**src/krlt_regs.svh**
```systemverilog
// Register indices, field positions and reset values of the training control bank
`ifndef KRLT_REGS_SVH
`define KRLT_REGS_SVH

`define KRLT_ADDR_W 16
`define KRLT_IDX_W 12
`define KRLT_IDX_CTRL 12'h4D0
`define KRLT_IDX_CMD 12'h4D1
`define KRLT_IDX_COEF 12'h4D4

`define KRLT_F_LT_EN 0
`define KRLT_F_MAIN_LSB 4
`define KRLT_F_MAIN_MSB 7
`define KRLT_F_PP_LSB 8
`define KRLT_F_PP_MSB 11
`define KRLT_F_HYST_LSB 12
`define KRLT_F_HYST_MSB 14
`define KRLT_F_NOREINIT 15
`define KRLT_F_REM_OVR 16
`define KRLT_F_LOC_OVR 17
`define KRLT_F_AMP_EN 18
`define KRLT_F_DFE_BYP 19
`define KRLT_F_FRZ_LSB 20
`define KRLT_F_FRZ_MSB 21
`define KRLT_F_CTLE_MODE 22
`define KRLT_F_CTLE_LSB 24
`define KRLT_F_CTLE_MSB 28
`define KRLT_F_VGA_LSB 29
`define KRLT_F_VGA_MSB 31

`define KRLT_C_RESTART 0
`define KRLT_C_NEW_REM 4
`define KRLT_C_NEW_LOC 8
`define KRLT_K_REM_LSB 0
`define KRLT_K_REM_MSB 7
`define KRLT_K_LOC_LSB 16
`define KRLT_K_LOC_MSB 23

`define KRLT_RST_STEP 4'h1
`define KRLT_RST_HYST 3'h5
`define KRLT_RST_FRZ 2'h1
`define KRLT_RST_CTLE 5'h01
`define KRLT_RST_VGA_SIM 3'h4
`define KRLT_RST_VGA_HW 3'h7
`define KRLT_FRZ_ALL 2'h1
`define KRLT_MIN_STEP 4'h1
`define KRLT_NCMD 3

`endif

```
**src/krlt_pkg.sv**
```systemverilog
// Shared types of the training control bank
package krlt_pkg;
  typedef enum logic [1:0]
  {
    KRLT_REM_IDLE = 2'b01,
    KRLT_REM_SEND = 2'b10
  } krlt_rem_state_t;
  typedef logic [7:0] krlt_coef_t;
endpackage : krlt_pkg

```
**src/krlt_regbus_if.sv**
```systemverilog
// Internal register strobe and read-back bundle
`timescale 1ns/100ps
interface krlt_regbus_if;
  logic wr_ctrl;
  logic wr_cmd;
  logic wr_coef;
  logic [31:0] wdata;
  logic [31:0] rd_ctrl;
  logic [31:0] rd_cmd;
  logic [31:0] rd_coef;
  modport bus (output wr_ctrl, output wr_cmd, output wr_coef, output wdata,
    input rd_ctrl, input rd_cmd, input rd_coef);
  modport regs (input wr_ctrl, input wr_cmd, input wr_coef, input wdata,
    output rd_ctrl, output rd_cmd, output rd_coef);
endinterface : krlt_regbus_if

```
**src/krlt_train_ctrl.sv**
```systemverilog
// Link training control register bank and its command logic
//
// Functional notes
// RULE1: Main-tap step count sets steps per main tap update, range 1 to 15, reset 1.
// RULE2: Pre/post step count sets steps per pre- and post-tap update, reset 1.
// RULE3: Hysteresis code maps 0..7 to 0,2,4,8,16,32,64,128 added to error count, reset 32.
// RULE4: With no-reinit set, PMA values stay unchanged on training failure entry, else reinit.
// RULE5: With remote override set, software update commands go to the partner, else engine's.
// RULE6: With local override set, software sets local coefficients, else partner commands do.
// RULE7: Amplitude training bit exercises or skips partner main-tap adjustment, reset skip.
// RULE8: Feedback equalizer bypass at end of training when 1, enabled when 0, reset per build.
// RULE9: Freeze mode 00 freezes no taps, 01 all, others reserved, reset 01, only when not bypassed.
// RULE10: Adaptation mode 0 sweeps linear equalizer first, 1 uses fixed manual values.
// RULE11: Manual linear equalizer value applies only in manual mode, reset 1.
// RULE12: Manual gain value applies only in manual mode, reset 4 in simulation, 7 in hardware.
// RULE13: Writing 1 to restart resets the training protocol and the bit self-clears.
// RULE14: New-remote command sends the remote coefficient byte to the partner, needs override.
// RULE15: New-local command applies the local coefficient byte, needs local override.
// RULE16: Control bit 0 enables the training protocol, reset enabled.
// RULE17: Writing 0 to a command bit does nothing and command bits read 0 once accepted.
`timescale 1ns/100ps
`include "krlt_regs.svh"
module krlt_train_ctrl #(
  parameter bit SIM_DEFAULTS = 1'b0
) (
  input wire logic clk_sys,
  input wire logic sys_rst,
  input wire logic psel,
  input wire logic penable,
  input wire logic pwrite,
  input wire logic [`KRLT_ADDR_W-1:0] paddr,
  input wire logic [31:0] pwdata,
  output logic [31:0] prdata,
  output logic pready,
  output logic pslverr,
  input wire logic train_fail_entry,
  input wire logic [7:0] lt_remote_cmd,
  input wire logic remote_cmd_ack,
  input wire logic [7:0] rx_update_cmd,
  input wire logic rx_update_valid,
  output logic lt_enable,
  output logic lt_restart,
  output logic [3:0] main_step,
  output logic [3:0] prepost_step,
  output logic [7:0] hyst_count,
  output logic pma_reinit,
  output logic remote_cmd_sw,
  output logic [7:0] remote_cmd,
  output logic remote_cmd_valid,
  output logic [7:0] local_coef,
  output logic local_coef_load,
  output logic amplitude_training_en,
  output logic dfe_bypass,
  output logic dfe_freeze_all,
  output logic ctle_sweep_en,
  output logic [4:0] ctle_manual_value,
  output logic [2:0] vga_manual_value
);
  // Strobes and read-back words between the bus front end and the bank
  krlt_regbus_if rb ();

  // Control word fields
  logic lt_en_r;
  logic [3:0] main_cnt_r;
  logic [3:0] pp_cnt_r;
  logic [2:0] hyst_code_r;
  logic no_reinit_r;
  logic remote_coef_override;
  logic loc_ovr_r;
  logic amp_en_r;
  logic dfe_byp_r;
  logic [1:0] frz_mode_r;
  logic ctle_mode_r;
  logic [4:0] ctle_val_r;
  logic [2:0] vga_val_r;

  // Coefficient bytes
  krlt_pkg::krlt_coef_t rem_coef_r;
  krlt_pkg::krlt_coef_t loc_coef_sw_r;

  // Registered outputs
  logic lt_enable_r;
  logic [3:0] main_step_r;
  logic [3:0] prepost_step_r;
  logic [7:0] hyst_count_r;
  logic pma_reinit_r;
  logic remote_cmd_sw_r;
  krlt_pkg::krlt_coef_t remote_cmd_r;
  logic remote_cmd_valid_r;
  krlt_pkg::krlt_coef_t local_coef_r;
  logic local_coef_load_r;
  logic amp_out_r;
  logic dfe_bypass_r;
  logic dfe_freeze_all_r;
  logic ctle_sweep_en_r;
  logic [4:0] ctle_manual_value_r;
  logic [2:0] vga_manual_value_r;
  logic lt_restart_r;

  krlt_pkg::krlt_rem_state_t rem_state_r;
  krlt_pkg::krlt_rem_state_t rem_state_nxt;

  logic [`KRLT_NCMD-1:0] cmd_pulse;

  // Reset values that differ between simulation and hardware builds
  localparam logic DFE_BYP_RST = SIM_DEFAULTS;
  localparam logic CTLE_MODE_RST = SIM_DEFAULTS;
  localparam logic [2:0] VGA_RST = SIM_DEFAULTS ? `KRLT_RST_VGA_SIM : `KRLT_RST_VGA_HW;

  // Hysteresis code to error-count offset, code 0 adds nothing
  function automatic logic [7:0] hyst_decode(input logic [2:0] code);
    hyst_decode = (code == 3'h0) ? 8'h00 : (8'h01 << code);
  endfunction : hyst_decode

  function automatic logic [3:0] step_clamp(input logic [3:0] cnt);
    step_clamp = (cnt < `KRLT_MIN_STEP) ? `KRLT_MIN_STEP : cnt;
  endfunction : step_clamp

  krlt_apb_slave u_apb (
    .clk_sys(clk_sys),
    .sys_rst(sys_rst),
    .psel(psel),
    .penable(penable),
    .pwrite(pwrite),
    .paddr(paddr),
    .pwdata(pwdata),
    .prdata(prdata),
    .pready(pready),
    .pslverr(pslverr),
    .rb(rb)
  );

  // Command bits of the command word, one pulse each
  wire [`KRLT_NCMD-1:0] cmd_set = {rb.wdata[`KRLT_C_NEW_LOC], rb.wdata[`KRLT_C_NEW_REM],
    rb.wdata[`KRLT_C_RESTART]};

  krlt_cmd_pulse u_cmd (
    .clk_sys(clk_sys),
    .sys_rst(sys_rst),
    .wr(rb.wr_cmd),
    .set_bits(cmd_set),
    .pulse(cmd_pulse)
  );

  wire restart_cmd = cmd_pulse[0];
  wire new_rem_cmd = cmd_pulse[1];
  wire new_loc_cmd = cmd_pulse[2];
  wire [31:0] wd = rb.wdata;

  // Read-back words, reserved bits read zero
  assign rb.rd_ctrl = {vga_val_r, ctle_val_r, 1'b0, ctle_mode_r, frz_mode_r, dfe_byp_r,
    amp_en_r, loc_ovr_r, remote_coef_override, no_reinit_r, hyst_code_r, pp_cnt_r,
    main_cnt_r, 3'h0, lt_en_r};
  assign rb.rd_cmd = {23'h000000, new_loc_cmd, 3'h0, new_rem_cmd, 3'h0, restart_cmd}; // RULE17
  assign rb.rd_coef = {8'h00, loc_coef_sw_r, 8'h00, rem_coef_r};

  // Control word storage
  always_ff @(posedge clk_sys)
  begin
    if (sys_rst)
    begin
      lt_en_r <= 1'b1; // RULE16
      main_cnt_r <= `KRLT_RST_STEP; // RULE1
      pp_cnt_r <= `KRLT_RST_STEP; // RULE2
      hyst_code_r <= `KRLT_RST_HYST; // RULE3
      no_reinit_r <= 1'b0;
      remote_coef_override <= 1'b0;
      loc_ovr_r <= 1'b0;
      amp_en_r <= 1'b0; // RULE7
      dfe_byp_r <= DFE_BYP_RST; // RULE8
      frz_mode_r <= `KRLT_RST_FRZ; // RULE9
      ctle_mode_r <= CTLE_MODE_RST; // RULE10
      ctle_val_r <= `KRLT_RST_CTLE; // RULE11
      vga_val_r <= VGA_RST; // RULE12
    end
    else if (rb.wr_ctrl)
    begin
      lt_en_r <= wd[`KRLT_F_LT_EN];
      main_cnt_r <= wd[`KRLT_F_MAIN_MSB:`KRLT_F_MAIN_LSB];
      pp_cnt_r <= wd[`KRLT_F_PP_MSB:`KRLT_F_PP_LSB];
      hyst_code_r <= wd[`KRLT_F_HYST_MSB:`KRLT_F_HYST_LSB];
      no_reinit_r <= wd[`KRLT_F_NOREINIT];
      remote_coef_override <= wd[`KRLT_F_REM_OVR];
      loc_ovr_r <= wd[`KRLT_F_LOC_OVR];
      amp_en_r <= wd[`KRLT_F_AMP_EN];
      dfe_byp_r <= wd[`KRLT_F_DFE_BYP];
      frz_mode_r <= wd[`KRLT_F_FRZ_MSB:`KRLT_F_FRZ_LSB];
      ctle_mode_r <= wd[`KRLT_F_CTLE_MODE];
      ctle_val_r <= wd[`KRLT_F_CTLE_MSB:`KRLT_F_CTLE_LSB];
      vga_val_r <= wd[`KRLT_F_VGA_MSB:`KRLT_F_VGA_LSB];
    end
  end

  // Coefficient byte storage
  always_ff @(posedge clk_sys)
  begin
    if (sys_rst)
    begin
      rem_coef_r <= 8'h00;
      loc_coef_sw_r <= 8'h00;
    end
    else if (rb.wr_coef)
    begin
      rem_coef_r <= wd[`KRLT_K_REM_MSB:`KRLT_K_REM_LSB];
      loc_coef_sw_r <= wd[`KRLT_K_LOC_MSB:`KRLT_K_LOC_LSB];
    end
  end

  // Settings handed to the training engine
  // A zero step count shows as one so the engine never stalls
  wire [3:0] main_step_nxt = step_clamp(main_cnt_r); // RULE1
  wire [3:0] prepost_step_nxt = step_clamp(pp_cnt_r); // RULE2
  wire [7:0] hyst_nxt = hyst_decode(hyst_code_r); // RULE3
  // Reserved freeze codes act as no freeze
  wire freeze_nxt = ~dfe_byp_r & (frz_mode_r == `KRLT_FRZ_ALL); // RULE9
  wire [4:0] ctle_nxt = ctle_mode_r ? ctle_val_r : 5'h00; // RULE11
  wire [2:0] vga_nxt = ctle_mode_r ? vga_val_r : 3'h0; // RULE12
  wire reinit_nxt = train_fail_entry & ~no_reinit_r; // RULE4

  // One cycle from field to pin, every output from a flip-flop
  always_ff @(posedge clk_sys)
  begin
    if (sys_rst)
    begin
      lt_enable_r <= 1'b1;
      main_step_r <= `KRLT_RST_STEP;
      prepost_step_r <= `KRLT_RST_STEP;
      hyst_count_r <= 8'h00;
      pma_reinit_r <= 1'b0;
      amp_out_r <= 1'b0;
      dfe_bypass_r <= DFE_BYP_RST;
      dfe_freeze_all_r <= 1'b0;
      ctle_sweep_en_r <= 1'b0;
      ctle_manual_value_r <= 5'h00;
      vga_manual_value_r <= 3'h0;
      lt_restart_r <= 1'b0;
    end
    else
    begin
      lt_enable_r <= lt_en_r; // RULE16
      main_step_r <= main_step_nxt;
      prepost_step_r <= prepost_step_nxt;
      hyst_count_r <= hyst_nxt;
      pma_reinit_r <= reinit_nxt; // RULE4
      amp_out_r <= amp_en_r; // RULE7
      dfe_bypass_r <= dfe_byp_r; // RULE8
      dfe_freeze_all_r <= freeze_nxt;
      ctle_sweep_en_r <= ~ctle_mode_r; // RULE10
      ctle_manual_value_r <= ctle_nxt;
      vga_manual_value_r <= vga_nxt;
      lt_restart_r <= restart_cmd; // RULE13
    end
  end

  // Remote command path: software byte held until the partner side takes it
  // A pending byte is dropped on ack, on override clear or on restart
  wire rem_start = new_rem_cmd & remote_coef_override; // RULE14
  wire rem_drop = remote_cmd_ack | ~remote_coef_override | restart_cmd;
  always_comb
  begin
    rem_state_nxt = rem_state_r;
    case (rem_state_r)
      krlt_pkg::KRLT_REM_IDLE:
      begin
        if (rem_start) // RULE14
          rem_state_nxt = krlt_pkg::KRLT_REM_SEND;
      end
      krlt_pkg::KRLT_REM_SEND:
      begin
        if (rem_drop)
          rem_state_nxt = krlt_pkg::KRLT_REM_IDLE;
      end
      default:
      begin
        rem_state_nxt = krlt_pkg::KRLT_REM_IDLE;
      end
    endcase
  end

  wire rem_load = (rem_state_r == krlt_pkg::KRLT_REM_IDLE) & rem_start;
  // Engine byte passes through while software does not own the partner taps
  wire [7:0] remote_cmd_nxt = ~remote_coef_override ? lt_remote_cmd : // RULE5
    rem_load ? rem_coef_r : remote_cmd_r;

  always_ff @(posedge clk_sys)
  begin
    if (sys_rst)
    begin
      rem_state_r <= krlt_pkg::KRLT_REM_IDLE;
      remote_cmd_r <= 8'h00;
      remote_cmd_sw_r <= 1'b0;
      remote_cmd_valid_r <= 1'b0;
    end
    else
    begin
      rem_state_r <= rem_state_nxt;
      remote_cmd_r <= remote_cmd_nxt;
      remote_cmd_sw_r <= remote_coef_override; // RULE5
      remote_cmd_valid_r <= (rem_state_nxt == krlt_pkg::KRLT_REM_SEND); // RULE14
    end
  end

  // Local coefficient path
  // Partner updates are ignored while software owns the local taps
  wire loc_from_sw = loc_ovr_r & new_loc_cmd; // RULE15
  wire loc_from_lp = ~loc_ovr_r & rx_update_valid; // RULE6
  wire [7:0] local_coef_nxt = loc_from_sw ? loc_coef_sw_r :
    loc_from_lp ? rx_update_cmd : local_coef_r;

  always_ff @(posedge clk_sys)
  begin
    if (sys_rst)
    begin
      local_coef_r <= 8'h00;
      local_coef_load_r <= 1'b0;
    end
    else
    begin
      local_coef_r <= local_coef_nxt; // RULE6
      local_coef_load_r <= loc_from_sw | loc_from_lp;
    end
  end

  assign lt_enable = lt_enable_r;
  assign lt_restart = lt_restart_r;
  assign main_step = main_step_r;
  assign prepost_step = prepost_step_r;
  assign hyst_count = hyst_count_r;
  assign pma_reinit = pma_reinit_r;
  assign remote_cmd_sw = remote_cmd_sw_r;
  assign remote_cmd = remote_cmd_r;
  assign remote_cmd_valid = remote_cmd_valid_r;
  assign local_coef = local_coef_r;
  assign local_coef_load = local_coef_load_r;
  assign amplitude_training_en = amp_out_r;
  assign dfe_bypass = dfe_bypass_r;
  assign dfe_freeze_all = dfe_freeze_all_r;
  assign ctle_sweep_en = ctle_sweep_en_r;
  assign ctle_manual_value = ctle_manual_value_r;
  assign vga_manual_value = vga_manual_value_r;
endmodule : krlt_train_ctrl

```
**src/krlt_apb_slave.sv**
```systemverilog
// APB slave front end with word index decode
`timescale 1ns/100ps
`include "krlt_regs.svh"
module krlt_apb_slave (
  input wire logic clk_sys,
  input wire logic sys_rst,
  input wire logic psel,
  input wire logic penable,
  input wire logic pwrite,
  input wire logic [`KRLT_ADDR_W-1:0] paddr,
  input wire logic [31:0] pwdata,
  output logic [31:0] prdata,
  output logic pready,
  output logic pslverr,
  krlt_regbus_if.bus rb
);
  logic pready_r;
  logic pslverr_r;
  logic [31:0] prdata_r;

  function automatic logic idx_hit(input logic [`KRLT_ADDR_W-1:0] a,
    input logic [`KRLT_IDX_W-1:0] idx);
    idx_hit = (a == {2'b00, idx, 2'b00});
  endfunction : idx_hit

  wire hit_ctrl = idx_hit(paddr, `KRLT_IDX_CTRL);
  wire hit_cmd = idx_hit(paddr, `KRLT_IDX_CMD);
  wire hit_coef = idx_hit(paddr, `KRLT_IDX_COEF);
  wire mapped = hit_ctrl | hit_cmd | hit_coef;
  wire setup = psel & ~penable;
  wire wr_acc = psel & penable & pready_r & pwrite & mapped;
  wire [31:0] rd_mux = hit_ctrl ? rb.rd_ctrl : hit_cmd ? rb.rd_cmd :
    hit_coef ? rb.rd_coef : 32'h0000_0000;

  assign rb.wr_ctrl = wr_acc & hit_ctrl;
  assign rb.wr_cmd = wr_acc & hit_cmd;
  assign rb.wr_coef = wr_acc & hit_coef;
  assign rb.wdata = pwdata;
  assign prdata = prdata_r;
  assign pready = pready_r;
  assign pslverr = pslverr_r;

  // One wait-free access phase after each setup
  always_ff @(posedge clk_sys)
  begin
    if (sys_rst)
    begin
      pready_r <= 1'b0;
      pslverr_r <= 1'b0;
      prdata_r <= 32'h0000_0000;
    end
    else
    begin
      pready_r <= setup;
      pslverr_r <= setup & ~mapped;
      prdata_r <= (setup & ~pwrite) ? rd_mux : 32'h0000_0000;
    end
  end
endmodule : krlt_apb_slave

```
**src/krlt_cmd_pulse.sv**
```systemverilog
// Self-clearing command bits
`timescale 1ns/100ps
`include "krlt_regs.svh"
module krlt_cmd_pulse (
  input wire logic clk_sys,
  input wire logic sys_rst,
  input wire logic wr,
  input wire logic [`KRLT_NCMD-1:0] set_bits,
  output logic [`KRLT_NCMD-1:0] pulse
);
  genvar i;
  generate
    for (i = 0; i < `KRLT_NCMD; i = i + 1)
    begin : g_cmd
      logic cmd_r;
      always_ff @(posedge clk_sys)
      begin
        if (sys_rst)
          cmd_r <= 1'b0;
        else
          cmd_r <= wr & set_bits[i]; // RULE17
      end
      assign pulse[i] = cmd_r;
    end
  endgenerate
endmodule : krlt_cmd_pulse

```
**config.mk**
```make
export PLATFORM = sky130hd
export DESIGN_NAME = krlt_train_ctrl
export DESIGN_NICKNAME = d
export VERILOG_FILES = /design/src/krlt_pkg.sv /design/src/krlt_regbus_if.sv /design/src/krlt_train_ctrl.sv /design/src/krlt_apb_slave.sv /design/src/krlt_cmd_pulse.sv
export VERILOG_INCLUDE_DIRS = /design/src /design/src/src
export SDC_FILE = /design/constraint.sdc
export NUM_CORES = 1
export LEC_CHECK = 0
export BUFFER_PORTS_ARGS = -buffer_cell sky130_fd_sc_hd__buf_2
export CAP_MARGIN = 20
export CORE_AREA = 2 2 113 115
export CTS_BUF_LIST = sky130_fd_sc_hd__clkbuf_4 sky130_fd_sc_hd__clkbuf_8 sky130_fd_sc_hd__clkbuf_16
export CTS_CLUSTER_DIAMETER = 150
export DETAILED_ROUTE_END_ITERATION = 16
export DIE_AREA = 0 0 115 117
export GPL_TIMING_DRIVEN = 0
export MAX_ROUTING_LAYER = met4
export PLACE_DENSITY = 0.75
export SLEW_MARGIN = 20
export SYNTH_ARGS = -nofsm -noshare
export SYNTH_HDL_FRONTEND = slang
export SYNTH_HIERARCHICAL = 1
export SYNTH_SLANG_ARGS = --single-unit
```
**constraint.sdc**
```tcl
create_clock -name clk_sys -period 1.87 [get_ports clk_sys]
set_input_delay 0.187 -clock clk_sys [delete_from_list [all_inputs] [get_ports clk_sys]]
set_output_delay 0.187 -clock clk_sys [all_outputs]
set_load 0.02 [all_outputs]
```
# Yosys cells after proc, flatten, opt, wreduce, memory -nomap -nowiden
# Cells that the tools add are included.
# totals
word_cells	103
latchBits	0
mem_bits_rw	0
reg_bits	133
input_bits	72
memories	0
mem_bits_ro	0
# op_classes
bitwise_logic	34
n_reduce_logical	8
addsub	0
n_lt_le_gt_ge	2
n_mux	10
mul	0
shifts	1
div	0
eq_ne	8
# op_table
operator	n
32-bit 2-to-1 mux	2
16-bit by 13-bit == test with 1-bit output, second input constant	3
8-bit 2-to-1 mux	4
24-bit 2-to-1 mux	1
1-bit bitwise AND	19
1-bit NOT	10
2-bit OR reduction	5
4-bit by 1-bit < comparator with 1-bit output, second input constant	2
1-bit by 3-bit left shift with 8-bit output, first input constant	1
1-bit bitwise OR	5
5-bit OR reduction	1
2-bit by 1-bit == test with 1-bit output, second input constant	2
2-bit == test, second input constant	2
2-bit 2-to-1 mux	2
2-bit case mux with 2 select lines	1
3-bit zero test	1
2-bit by 1-bit != test with 1-bit output, second input constant	1
2-bit nonzero test	1

# Longest topological paths before layout
# Gate-level depths: netlist (run 1).
# depth
depth_word	6
mapped_depth	8
depth_no_buf	5

# Hierarchy
# Netlist (run 1), hierarchy kept.
# modules_own_cells
module	cells_each	instances	seq_area_each_um2	area_per_inst_um2
krlt_train_ctrl	312	1	1921.8	3425.8
krlt_apb_slave	233	1	680.7	2087.0
krlt_cmd_pulse	9	1	60.1	108.9

# Worst setup path after synthesis (run 1)
# Ideal clock, no wire load.
# synth_path
path_type	input to register
start	input paddr[14]
end	register main_cnt_r[3]
cell_stages	8
path_buffers	3
slack_ps	79
required_time_ps	1742
arrival_ps	1664
path_cell_list	nor4_2 and4_1 buf_4 nor4b_2 buf_4 buf_4 mux2i_1 nor2_1
# synth_via
elab_chain_cells	5
word_cells_on_any_way	7
cone_classes	3 x eq/ne; 4 x bitwise
# synth_lines
item	line	source
start, declared	krlt_train_ctrl.sv:31	input wire logic [`KRLT_ADDR_W-1:0] paddr,
16-bit by 13-bit == test with 1-bit output	krlt_apb_slave.sv:23	idx_hit = (a == {2'b00, idx, 2'b00});
1-bit bitwise OR (2 in series)	krlt_apb_slave.sv:29	wire mapped = hit_ctrl | hit_cmd | hit_coef;
1-bit bitwise AND	krlt_apb_slave.sv:31	wire wr_acc = psel & penable & pready_r & pwrite & mapped;
1-bit bitwise AND (*)	krlt_apb_slave.sv:35	assign rb.wr_ctrl = wr_acc & hit_ctrl;
named net rb.wr_ctrl	krlt_regbus_if.sv:4	logic wr_ctrl;
end signal, assigned	krlt_train_ctrl.sv:163	main_cnt_r <= `KRLT_RST_STEP;
end signal, assigned	krlt_train_ctrl.sv:179	main_cnt_r <= wd[`KRLT_F_MAIN_MSB:`KRLT_F_MAIN_LSB];
end, declared	krlt_train_ctrl.sv:64	logic [3:0] main_cnt_r;
# The timed path passes the listed nets; every way through them passes the cells marked *.
# A chain may end at the register's enable or synchronous reset.

# Final worst setup path (run 1)
# layout_path
start	register u_apb.pready_r (netlist: u_apb/pready)
end	register no_reinit_r
# layout_via
elab_chain_cells	4
# layout_lines
item	line	source
start, declared	krlt_apb_slave.sv:17	logic pready_r;
start signal, assigned	krlt_apb_slave.sv:54	pready_r <= setup;
1-bit bitwise AND (3 in series)	krlt_apb_slave.sv:31	
1-bit bitwise AND	krlt_apb_slave.sv:35	
named net rb.wr_ctrl	krlt_regbus_if.sv:4	
end signal, assigned	krlt_train_ctrl.sv:182	no_reinit_r <= wd[`KRLT_F_NOREINIT];
end, declared	krlt_train_ctrl.sv:67	logic no_reinit_r;
# The timed path passes the listed nets, and every way through them passes these cells.

==> results of run 1 <==
## synth_stat cells, drive strengths merged, types with 2 or more instances
library cell  number  share of area (%)
o2111a            32                6.4
clkbuf            14               0.96
ha                 2               0.45
a31oi              2               0.22
nor4b              4               0.85
nand2b            36                4.0
and2               8               0.89
and4               2               0.31
a21oi             34                3.0
mux2i             50                8.9
nor2              57                3.9
nor3               8               0.80
nand2              5               0.33
inv                5               0.33
a211o             11                1.7
buf               62                7.8
or3                2               0.22
and3b              3               0.47
nand4              2               0.22
dfxtp            133                 47
a21o               2               0.27
nor2b             54                6.0
nor4               2               0.45
a211oi            16                2.8
## final cells by class
cell class	instances	share of cell area [%]
timing repair buffer	142	10.89
sequential	133	35.76
clock inverter	9	1.681
tap	150	2.521
inverter	5	0.2521
clock buffer	23	6.571
multi-input combinational	389	35.45
buffer	76	6.874
## worst max-delay path by stage
stage	start	depth (start not counted)	slack, ns	to
2_1_floorplan	paddr[14]	8	0.08	main_cnt_r[3]
4_1_cts	u_apb/pready	5	0.02	hyst_code_r[2]
5_1_grt	u_apb/pready	6	0.01	no_reinit_r
6_report	u_apb/pready	6	0.10	no_reinit_r
3_3_place_gp	paddr[5]	9	-0.34	main_cnt_r[2]
3_5_place_dp	paddr[14]	9	-0.40	main_cnt_r[2]
## cells by family (layout without fill, tap and decap cells)
kind of cell               count (synthesis)  count (layout)  synth area share, %
muxes                                     50              50                8.903
other                                      1              50              0.06671
DFF                                      133             133                47.36
and+or+nand+nor                          188             188                19.16
adders and majority gates                  2               2               0.4451
buffers and inverters                     81             255                9.125
AOI/OAI and AO/OA                         99              99                14.93
## metal layers
layer | vias to the layer above | share of wire (%) | global-route usage [%]
li1 | 2270 | - | -
met1 | 2117 | 44 | 28.43
met2 | 151 | 49 | 39.41
met3 | 12 | 5.8 | 6.334
met4 | 0 | 1.3 | 9.076
met5 | - | 0 | -
## metrics by stage
stage	worst slack [ns]	power [uW]	hold WS [ns]	cells	util [%]
after global routing	0.01345	7001	0.008450	927	60.47
after CTS	0.01895	6796	0.0005731	927	60.27
after detailed placement	-0.4027	3367	0.4080	875	53.64
after floorplan	0.07859	3223	0.3536	603	-
after global placement	-0.3375	3355	0.4001	875	53.64
final	0.1022	6740	0.01465	927	60.47
## power groups by stage
| stage | sequential [uW] | combinational, uW | clock (uW) |
|---|---|---|---|
| after global placement | 2940 | 417 | 0 |
| after CTS | 2880 | 463 | 3450 |
| after global routing | 2880 | 513 | 3610 |
| after detailed placement | 2940 | 428 | 0 |
| after floorplan | 2970 | 248 | 0 |
| final | 2880 | 470 | 3390 |
## flip-flops by register name, indices dropped and copies added (netlist names), 5 cells and up
name / count
hyst_count: 8
remote_cmd: 8
ctle_manual_value: 5
u_apb/prdata: 32
local_coef: 8
loc_coef_sw_r: 8
ctle_val_r: 5
rem_coef_r: 8
## worst max-delay path: cells and delay by family, from the launching register on
| family | cells | cell delay (ns) |
|---|---|---|
| simple gates | 3 | 0.64 |
| buf+inv | 2 | 0.44 |
| flops | 1 | 0.32 |
| mux | 1 | 0.23 |
## repair_timing
action                                  CTS  global route
gates resized for setup                   1             7
pin swaps                                 0             1
hold endpoints to repair                 20             0
endpoints found under the setup margin    1            23
hold buffers                             20             0
==> summary.md, run 1 <==
The run finished with clean final reports. The register bit total from synthesis was 133; the maximum fanout along the worst path was 10. The final setup violation count is 0. Data on the critical path is required at its endpoint by 2.16 ns. The final layout contains 838 nets. 156 I/O pins were placed.

The filler cells instantiated in the layout total 1066. In the synthesized netlist, the number of instances is 554. Counting distinct cell types in the post-synthesis netlist gives 40. The tools report the headroom to the max-slew limit as 62.41%. For the initial standard-cell utilization of the core, the log shows 45.66%. STA classifies the critical path startpoint as a flip-flop. During synthesis, Yosys emitted a total of 6 warnings.

The library cell used most frequently in the layout, excluding fill and tap cells, is buf_2. Summing all flip-flop and latch instances after layout gives 2663 um^2. Worst min-delay path startpoint: pwdata[1].

Post-CTS timing repair inserted 0 buffers for setup. Routability-driven placement finished with a final weighted congestion of 0.8415. Number of flops mapped to enable cells by yosys: 0.

The total iterations of the first detailed-routing run is 4. In this run switching power makes up 21.14% of total power. The critical path arrival was 2.06 ns; the setup total negative slack was 0 ns.

The finished cells cover 7445 um^2. For the total detailed-routing wirelength, the log shows 15.26 mm. In this run, the combinational gates consume 7.0% of the power. Async set-reset flop share out of synthesis: 0%. The share of final-layout standard cells stronger than drive strength 1 is 30.37%, and the part of the total power dissipated in sequential elements is 42.7%.

The tools report the CTS root buffer as clkbuf_16. At the later pin of the worst-skew pair, clock insertion delay measures 0.42 ns. Setup repair after global routing left no endpoint under its margin.

The endpoint class of the critical path was a flip-flop. The clock tree skew after final layout was 0.02000 ns. The run gives 4582 as the number of global-route vias before repair.

The average cell area after synthesis is 10.15 um^2. Worst min-delay path class: input pin to flip-flop. Summed over all nets, the switching power comes to 1425 uW. The clock network fraction of design power is 50.3%. The tree built by TritonCTS fans out to 133 sinks.

The internal power of the cells totals 5315 uW. The multi-input combinational cells in the finished layout cover a total of 2639 um^2. In this run the vertical extent of the chip is 117 um. The placement row count was 41; the all-layer global routing usage was 24.03%. The routed wirelength normalized by instance count came out at 16.46 um. The cell type with the highest occurrence count on the critical path was buf_6.

Summing all placed instances gives a cell area of 6604 um^2. The first global-routing pass estimated 23.43 mm of wire. Global-route congestion overflow total: 0.

The floorplan step defined a die boundary enclosing 13460 um^2. After the first detailed-routing iteration, the DRC count stood at 222. The via total after detailed routing was 4550; the leakage dissipation was 0.003307 uW.

For this design the ratio of total power to cell area is 905.4 nW/um^2. The signal on the critical path passes through nand4_1 -> nor4b_4 -> buf_6 -> buf_6 -> mux2i_1 -> nor2_1. The mapped netlist covers 5622 um^2.

The path with the worst hold slack has its endpoint at rem_coef_r[1]. The leading register cell type out of synthesis is dfxtp_1. The logic depth of the worst register-to-register path was 6.

The clock period could shrink to 1.768 ns. The library cells used most frequently in the layout, excluding fill and tap cells, are buf_2 (136), dfxtp_1 (133), nor2_1 (54), nor2b_1 (54). In this run the critical register-to-register path is launched from u_apb/pready. Max-capacitance violation count: 0. The measured slew at the worst slew-check pin was 0.5561 ns. Summed over all nets, the half-perimeter wirelength after detailed placement is 11.13 mm. Counting the buffers created by CTS gives 17. On the worst path, the slowest cell contributes a delay of 0.36 ns.

The level count of the clock H-tree is 4. Vias per cell: 4.908. The final max-slew violation count came out at 0.

The final period utilization works out to 94.53%. TritonCTS built the clock tree. The horizontal extent of the die is 115 um, and the total inserted antenna cells is 0. After clock tree synthesis, the clock-pin slew on the worst setup and hold paths is 0.05 ns. VDD sags by at most 0.0005425 V. The number of routed nets with antenna violations came out at 0.

The worst-path cell with the longest stage delay was nor4b_4. In this run the critical register-to-register path is captured at no_reinit_r. Compared with the post-synthesis result, the final layout area differs by 32.43%. The region available for standard cell placement spans 12310 um^2. Counting along the longest clock path gives a buffer depth of 2. Setup slack on the worst reg-to-reg path comes out at 0.10 ns. The logs give 47.36% for the sequential fraction of the synthesis area and 0 for the number of failing hold endpoints at the final stage.

In the routed design, unresolved DRC markers number 0. The logs give 0 for the number of antenna violations at the first check in global routing and 0.5657 GHz for the peak clock frequency supported by timing. Entering global routing, the biggest net connects 17 pins. The count of input and output buffers was 122.

Along the worst hold path, the cell count comes to 3. By startpoint and endpoint, the worst setup path is classified as flip-flop to flip-flop.
(Power assumes the default switching activity.)
==> inputs of run 2 (changes only) <==
CTS_CLUSTER_DIAMETER = not set   (was 150)
PLACE_DENSITY = not set   (was 0.75)
PLACE_DENSITY_LB_ADDON = 0.2   (was not set)
==> run 2 against run 1 <==
- sequential power about the same
- worst setup slack improved by 0.038 ns
- hold slack improved by 0.0015 ns
- register-to-register slack improved by 0.04 ns
- global-route usage decreased by 0.58 points
- core utilization increased by 0.13 points
- cell count decreased by 0.22%
==> summary.md, run 2 (synthesis results as in run 1) <==
The register with the most flip-flops in the layout has 32 of them. The library cell used most frequently in the layout, excluding fill and tap cells, is buf_2. Dividing the final minimum period by the clock period gives 92.51%.

156 I/O pins were placed. At the pin with the least slew margin, the transition time is 0.6344 ns. The worst hold slack after final layout was 0.01619 ns. The final setup slack of the worst path was 0.1401 ns; the sum of net half-perimeters after detailed placement was 10.79 mm. The clock latency reported for the late side of the worst-skew pair was 0.42 ns.

The CTS buffer count came out at 17. In the layout the commonest cells are buf_2 (137), dfxtp_1 (133), nor2_1 (54), nor2b_1 (54). Wires add up to 14.86 mm.

The tools report the clock tree skew after final layout as 0.007995 ns. The number of routed nets with antenna violations came out at 0. The core footprint is 12310 um^2.

The initialized floorplan defines 41 standard-cell rows. The H-tree was split into 4 levels. Across the run, the number of max-cap violations was 0. The headroom to the max-slew limit was 57.11%. In this run the worst path has a maximum fanout of 10.

The number of antenna violations at the first check in global routing is 0. The run gives 0 as the final max-slew violation count. The critical path arrival was 2.02 ns; the routability congestion estimate was 0.8254. The number of failing hold endpoints at the final stage is 0, and the final setup violation count is 0. Startpoint class of the critical path: a flip-flop.

The leakage dissipation is 0.003321 uW, and the via total after detailed routing is 4529. The worst min-delay path class was input pin to flip-flop. The die is 117 um tall. The first global-routing pass estimated 22.94 mm of wire. After clock tree synthesis, the clock-pin slew on the worst setup and hold paths is 0.06 ns. The die is 115 um wide. The count of buffers added on input and output ports is 122. Entering global routing, the biggest net connects 17 pins.

In this run the clock root is driven by a clkbuf_16. The floorplan step defined a die boundary enclosing 13460 um^2. The run gives 133 as the number of clock sinks. The share of final-layout standard cells stronger than drive strength 1 is 30.71%, and the total power is 7029 uW.

For the worst setup path, the data required time is 2.16 ns. The logs give 0 for the global-route congestion overflow total and 0.5781 GHz for the peak clock frequency supported by timing. The tools report the endpoint class of the critical path as a flip-flop. After detailed routing, the number of remaining DRC violations is 0.

The total iterations of the first detailed-routing run was 4. The worst supply voltage drop on vdd is 0.0004984 V, and the final design utilization is 60.60%. The routed wirelength normalized by instance count is 16.07 um. The iteration-0 DRC count of the detailed router is 220, and the all-layer global routing usage is 23.45%. Using the TritonRoute via totals, the vias-per-cell ratio works out to 4.896. In the final design database the tool counted 836 nets. Compared with the post-synthesis result, the final layout area differs by 32.72%. TritonCTS built the clock tree.

The worst setup path is of the flip-flop to flip-flop kind. The number of antenna diodes in the final layout is 0. The run gives 45.66% as the initial standard-cell utilization of the core. The run finished with clean final reports. Counting along the longest clock path gives a buffer depth of 2.

The routed design could run at a clock period as short as 1.730 ns. Timing analysis after detailed placement gives a worst setup slack of -0.4500 ns. Setup repair after global routing left no endpoint under its margin. Power spread over the standard cell area amounts to 942.1 nW/um^2.

For the number of global-route vias before repair, the log shows 4410.
run 2: cell types whose count changed in the layout (fill, tap and decap cells not counted), sizes merged:
cell and delta:
dlygate4sd3 -4, bufinv +2, clkinv -1, buf +2, clkinvlp -1
run 2: through the flow:
step | instance area [um^2] | cells | TNS, ns
floorplan | 5806 | 603 | 0
global placement | 6604 | 875 | -11.16
detailed placement | 6604 | 875 | -12.28
CTS | 7441 | 925 | 0
global route | 7461 | 925 | 0
finish | 7461 | 925 | 0
run 2: layer usage:
layer	global-route usage, %	share of wire, %
met5	-	0
met4	8.675	2.1
met3	5.252	6.2
met2	36.31	46
met1	30.20	46
run 2: path summary, 6_finish.rpt:
path / start / depth (start not counted) / to / slack, ns
worst min-delay path: pwdata[2] / 3 / rem_coef_r[2] / 0.02
worst max-delay path: u_apb/pready / 7 / rem_coef_r[1] / 0.14
worst min register to register: ctle_mode_r / 1 / ctle_sweep_en / 0.46
worst max register to register: u_apb/pready / 7 / rem_coef_r[1] / 0.14
run 2: final cells by class:
| type | count | area, um^2 |
|---|---|---|
| repair buffers | 140 | 785.8 |
| clock buffers | 23 | 489.2 |
| plain buffers | 76 | 505.5 |
| multi-input cells | 389 | 2639 |
| clock inverters | 9 | 172.7 |
| fillers | 1065 | 4851 |
| flip-flops and latches | 133 | 2663 |
| well taps | 150 | 187.7 |
| inverters | 5 | 18.77 |
run 2: timing repair:
item                       4_1_cts  5_1_grt
setup endpoints to repair        2       32
gates resized for setup          0        6
hold buffers                    16        0
setup buffers                    2        0
hold endpoints to repair        16        0
run 2: worst max-delay path: stages, from the launching register on:
cell     delay [ns]
dfxtp_1        0.33
nand4_1        0.21
inv_1          0.10
and4_1         0.19
buf_2          0.25
buf_6          0.22
mux2i_1        0.22
nor2_1         0.06
run 2: report_power, final:
group | internal, uW | switching [uW] | leakage, uW
clock network | 2510 | 1180 | 0.000327
logic | 211 | 249 | 0.00192
registers | 2870 | 15.5 | 0.00108
total | 5580 | 1440 | 0.00332
==> inputs of run 3 (changes only) <==
CORE_AREA = 2 2 90 135   (was 2 2 113 115)
DIE_AREA = 0 0 92 137   (was 0 0 115 117)
clock period = 2 ns   (was 1.87 ns; I/O delays follow)
==> run 3 against run 2 <==
- fmax down 7.3%
- worst setup slack got worse by 0.0066 ns
- critical path depth fell by 1
- core utilization increased by 3.2 points
- largest cell class unchanged
- register-to-register slack about the same
- critical path type unchanged
==> summary.md, run 3 (synthesis results as in run 1) <==
Walking the worst path, the cells encountered are nand4_1 -> nor4b_2 -> buf_4 -> buf_4 -> mux2i_1 -> nor2_1. In this run the remaining antenna-violating nets after routing total 0. Along the worst path, the maximum fanout reaches 10.

Setup repair after global routing left no endpoint under its margin. Worst-path cell with the longest stage delay: dfxtp_1. The final setup slack of the worst path was 0.1335 ns. The run gives 0.42 ns as the clock latency reported for the late side of the worst-skew pair. After layout, the worst path uses 93.32% of the clock period.

TritonCTS built the clock tree. The register with the most flip-flops in the layout has 32 of them. No sink is reached through more buffers than the 2 on the longest clock path.

The core footprint came out at 11410 um^2. STA classifies the critical path startpoint as a flip-flop. The pre-CTS setup slack was -0.2385 ns.

The final max-slew violation count is 0, and the number of instances in the placed design is 875. In this run the tightest slew margin relative to its limit is 57.18%. CTS root buffer: clkbuf_16. After the flow finishes, the layout carries non-filler instances totaling 916. Clock-pin transition on the worst setup and hold timing paths: 0.06 ns.

The die is 137 um tall. The share of final-layout standard cells stronger than drive strength 1 was 30.72%; the number of failing hold endpoints at the final stage was 0. The filler cells instantiated in the layout total 977.

The worst hold path belongs to the class input pin to flip-flop. The global-route wire length before repair is 22.83 mm, and the clock period minus final worst setup slack is 1.866 ns. The die is 92 um wide. In the routed layout, each cell is associated on average with a via count of 4.917. The number of clock buffers added by TritonCTS is 17. In the final routed layout, each cell accounts on average for 15.82 um.

For this block, the initial DRC count from the detailed router was 202. Sum of net half-perimeters after detailed placement: 10.60 mm. The number of nets in the layout was 826. For this design, the sink count on the clock tree is 133. The flow ran to the end, and the final reports show no timing, DRC or antenna violations. The total power was 6188 uW. After floorplanning, the core was divided into 48 placement rows.

The tools report the initial standard-cell utilization of the core as 49.27%. The final routed DRC violation total was 0. The peak clock frequency supported by timing was 0.5358 GHz. For the max-capacitance violation count, the log shows 0. The area of the die is 12600 um^2, and the via total after detailed routing is 4504. The level count of the clock H-tree was 4; the global-route congestion overflow total was 0. On the worst path, the slowest cell contributes a delay of 0.36 ns.

The run gives 4540 as the number of global-route vias before repair. The analysis attributes to cell leakage a power of 0.003239 uW. The library cell used most frequently in the layout, excluding fill and tap cells, is buf_2. The cell type with the highest occurrence count on the critical path was buf_4. For the pin with the worst max-slew slack, the measured transition is 0.6334 ns.

Compared with the post-synthesis result, the final layout area differs by 29.53%. The tightest hold path in the finished design has a slack of 0.02233 ns. Global routing consumed, over all layers together, 24.23% of the routing resources. The worst register-to-register path has a setup slack of 0.13 ns.

The count of input and output buffers came out at 122. The clock tree skew after final layout was 0.01481 ns. Power spread over the standard cell area amounts to 849.8 nW/um^2. In the layout the commonest cells are buf_2 (138), dfxtp_1 (133), nor2_1 (54), nor2b_1 (54). The largest net degree at the start of global routing came out at 17. The tools report the critical path arrival as 2.15 ns. STA classifies the critical path endpoint as a flip-flop. The required time at the endpoint of the critical path came out at 2.28 ns. The pre-antenna-repair detailed-routing pass consisted of 4 iterations. 156 I/O pins were placed. Type of the worst setup path: flip-flop to flip-flop. For the number of antenna violations at the first check in global routing, the log shows 1. Summed over all layers, the routed wires come to 14.49 mm. The final setup violation count came out at 0.

The worst supply voltage drop on vdd came out at 0.0006851 V. At the end of routability-driven placement, the weighted congestion stood at 0.8327.
run 3: cell types whose count changed in the layout (fill, tap and decap cells not counted), sizes merged:
cell,change
dlygate4sd3,-8
clkinv,+2
diode,+1
clkinvlp,+1
buf,-1
bufinv,-3
clkbuf,-1
run 3: per-layer routing:
metal  GRT usage (%)  routed length, um  share of wire (%)
met1           27.44               5949                 41
met2           41.63               7350                 51
met3           5.341                870                6.0
met4           9.701                318                2.2
met5               -                  0                  0
run 3: worst paths after layout:
kind                              startpoint          endpoint  depth (start not counted)
worst max register to register  u_apb/pready       no_reinit_r                          6
worst min-delay path              pwdata[23]  loc_coef_sw_r[7]                          3
worst max-delay path            u_apb/pready       no_reinit_r                          6
worst min register to register   no_reinit_r        pma_reinit                          1
run 3: cell type report:
type,count,area (um^2),share of cell area (%)
flip-flops and latches,133,2663,36.56
plain buffers,76,494.2,6.787
repair buffers,130,690.7,9.485
diodes,1,2.502,0.03436
well taps,150,187.7,2.577
clock inverters,9,100.1,1.375
inverters,5,18.77,0.2577
multi-input cells,389,2630,36.12
clock buffers,23,495.5,6.804
run 3: worst max-delay path: cells and delay by family (launching register included):
kind	cells	cell delay [ns]
buf+inv	2	0.58
simple gates	3	0.56
mux	1	0.23
flops	1	0.36
run 3: what timing repair did:
action,in CTS,in global routing
hold buffers,7,1
setup endpoints to repair,0,0
endpoints found under the hold margin,7,1
setup buffers,0,0
resized for setup,0,0
run 3: report_power, final:
| part | leakage (uW) | internal (uW) | switching [uW] | total, uW |
|---|---|---|---|---|
| Combinational | 0.00187 | 186 | 226 | 412 |
| Clock | 0.000296 | 1980 | 1100 | 3080 |
| Sequential | 0.00108 | 2680 | 13.7 | 2690 |
| Total | 0.00324 | 4850 | 1340 | 6190 |
run 3: metrics by stage:
step / setup TNS (ns) / instance area, um^2 / util, %
6_report: 0 / 7282 / 63.82
5_1_grt: 0 / 7282 / 63.82
4_1_cts: 0 / 7269 / 63.71
3_5_place_dp: -5.589 / 6604 / 57.87
3_3_place_gp: -4.477 / 6604 / 57.87
2_1_floorplan: 0 / 5806 / -
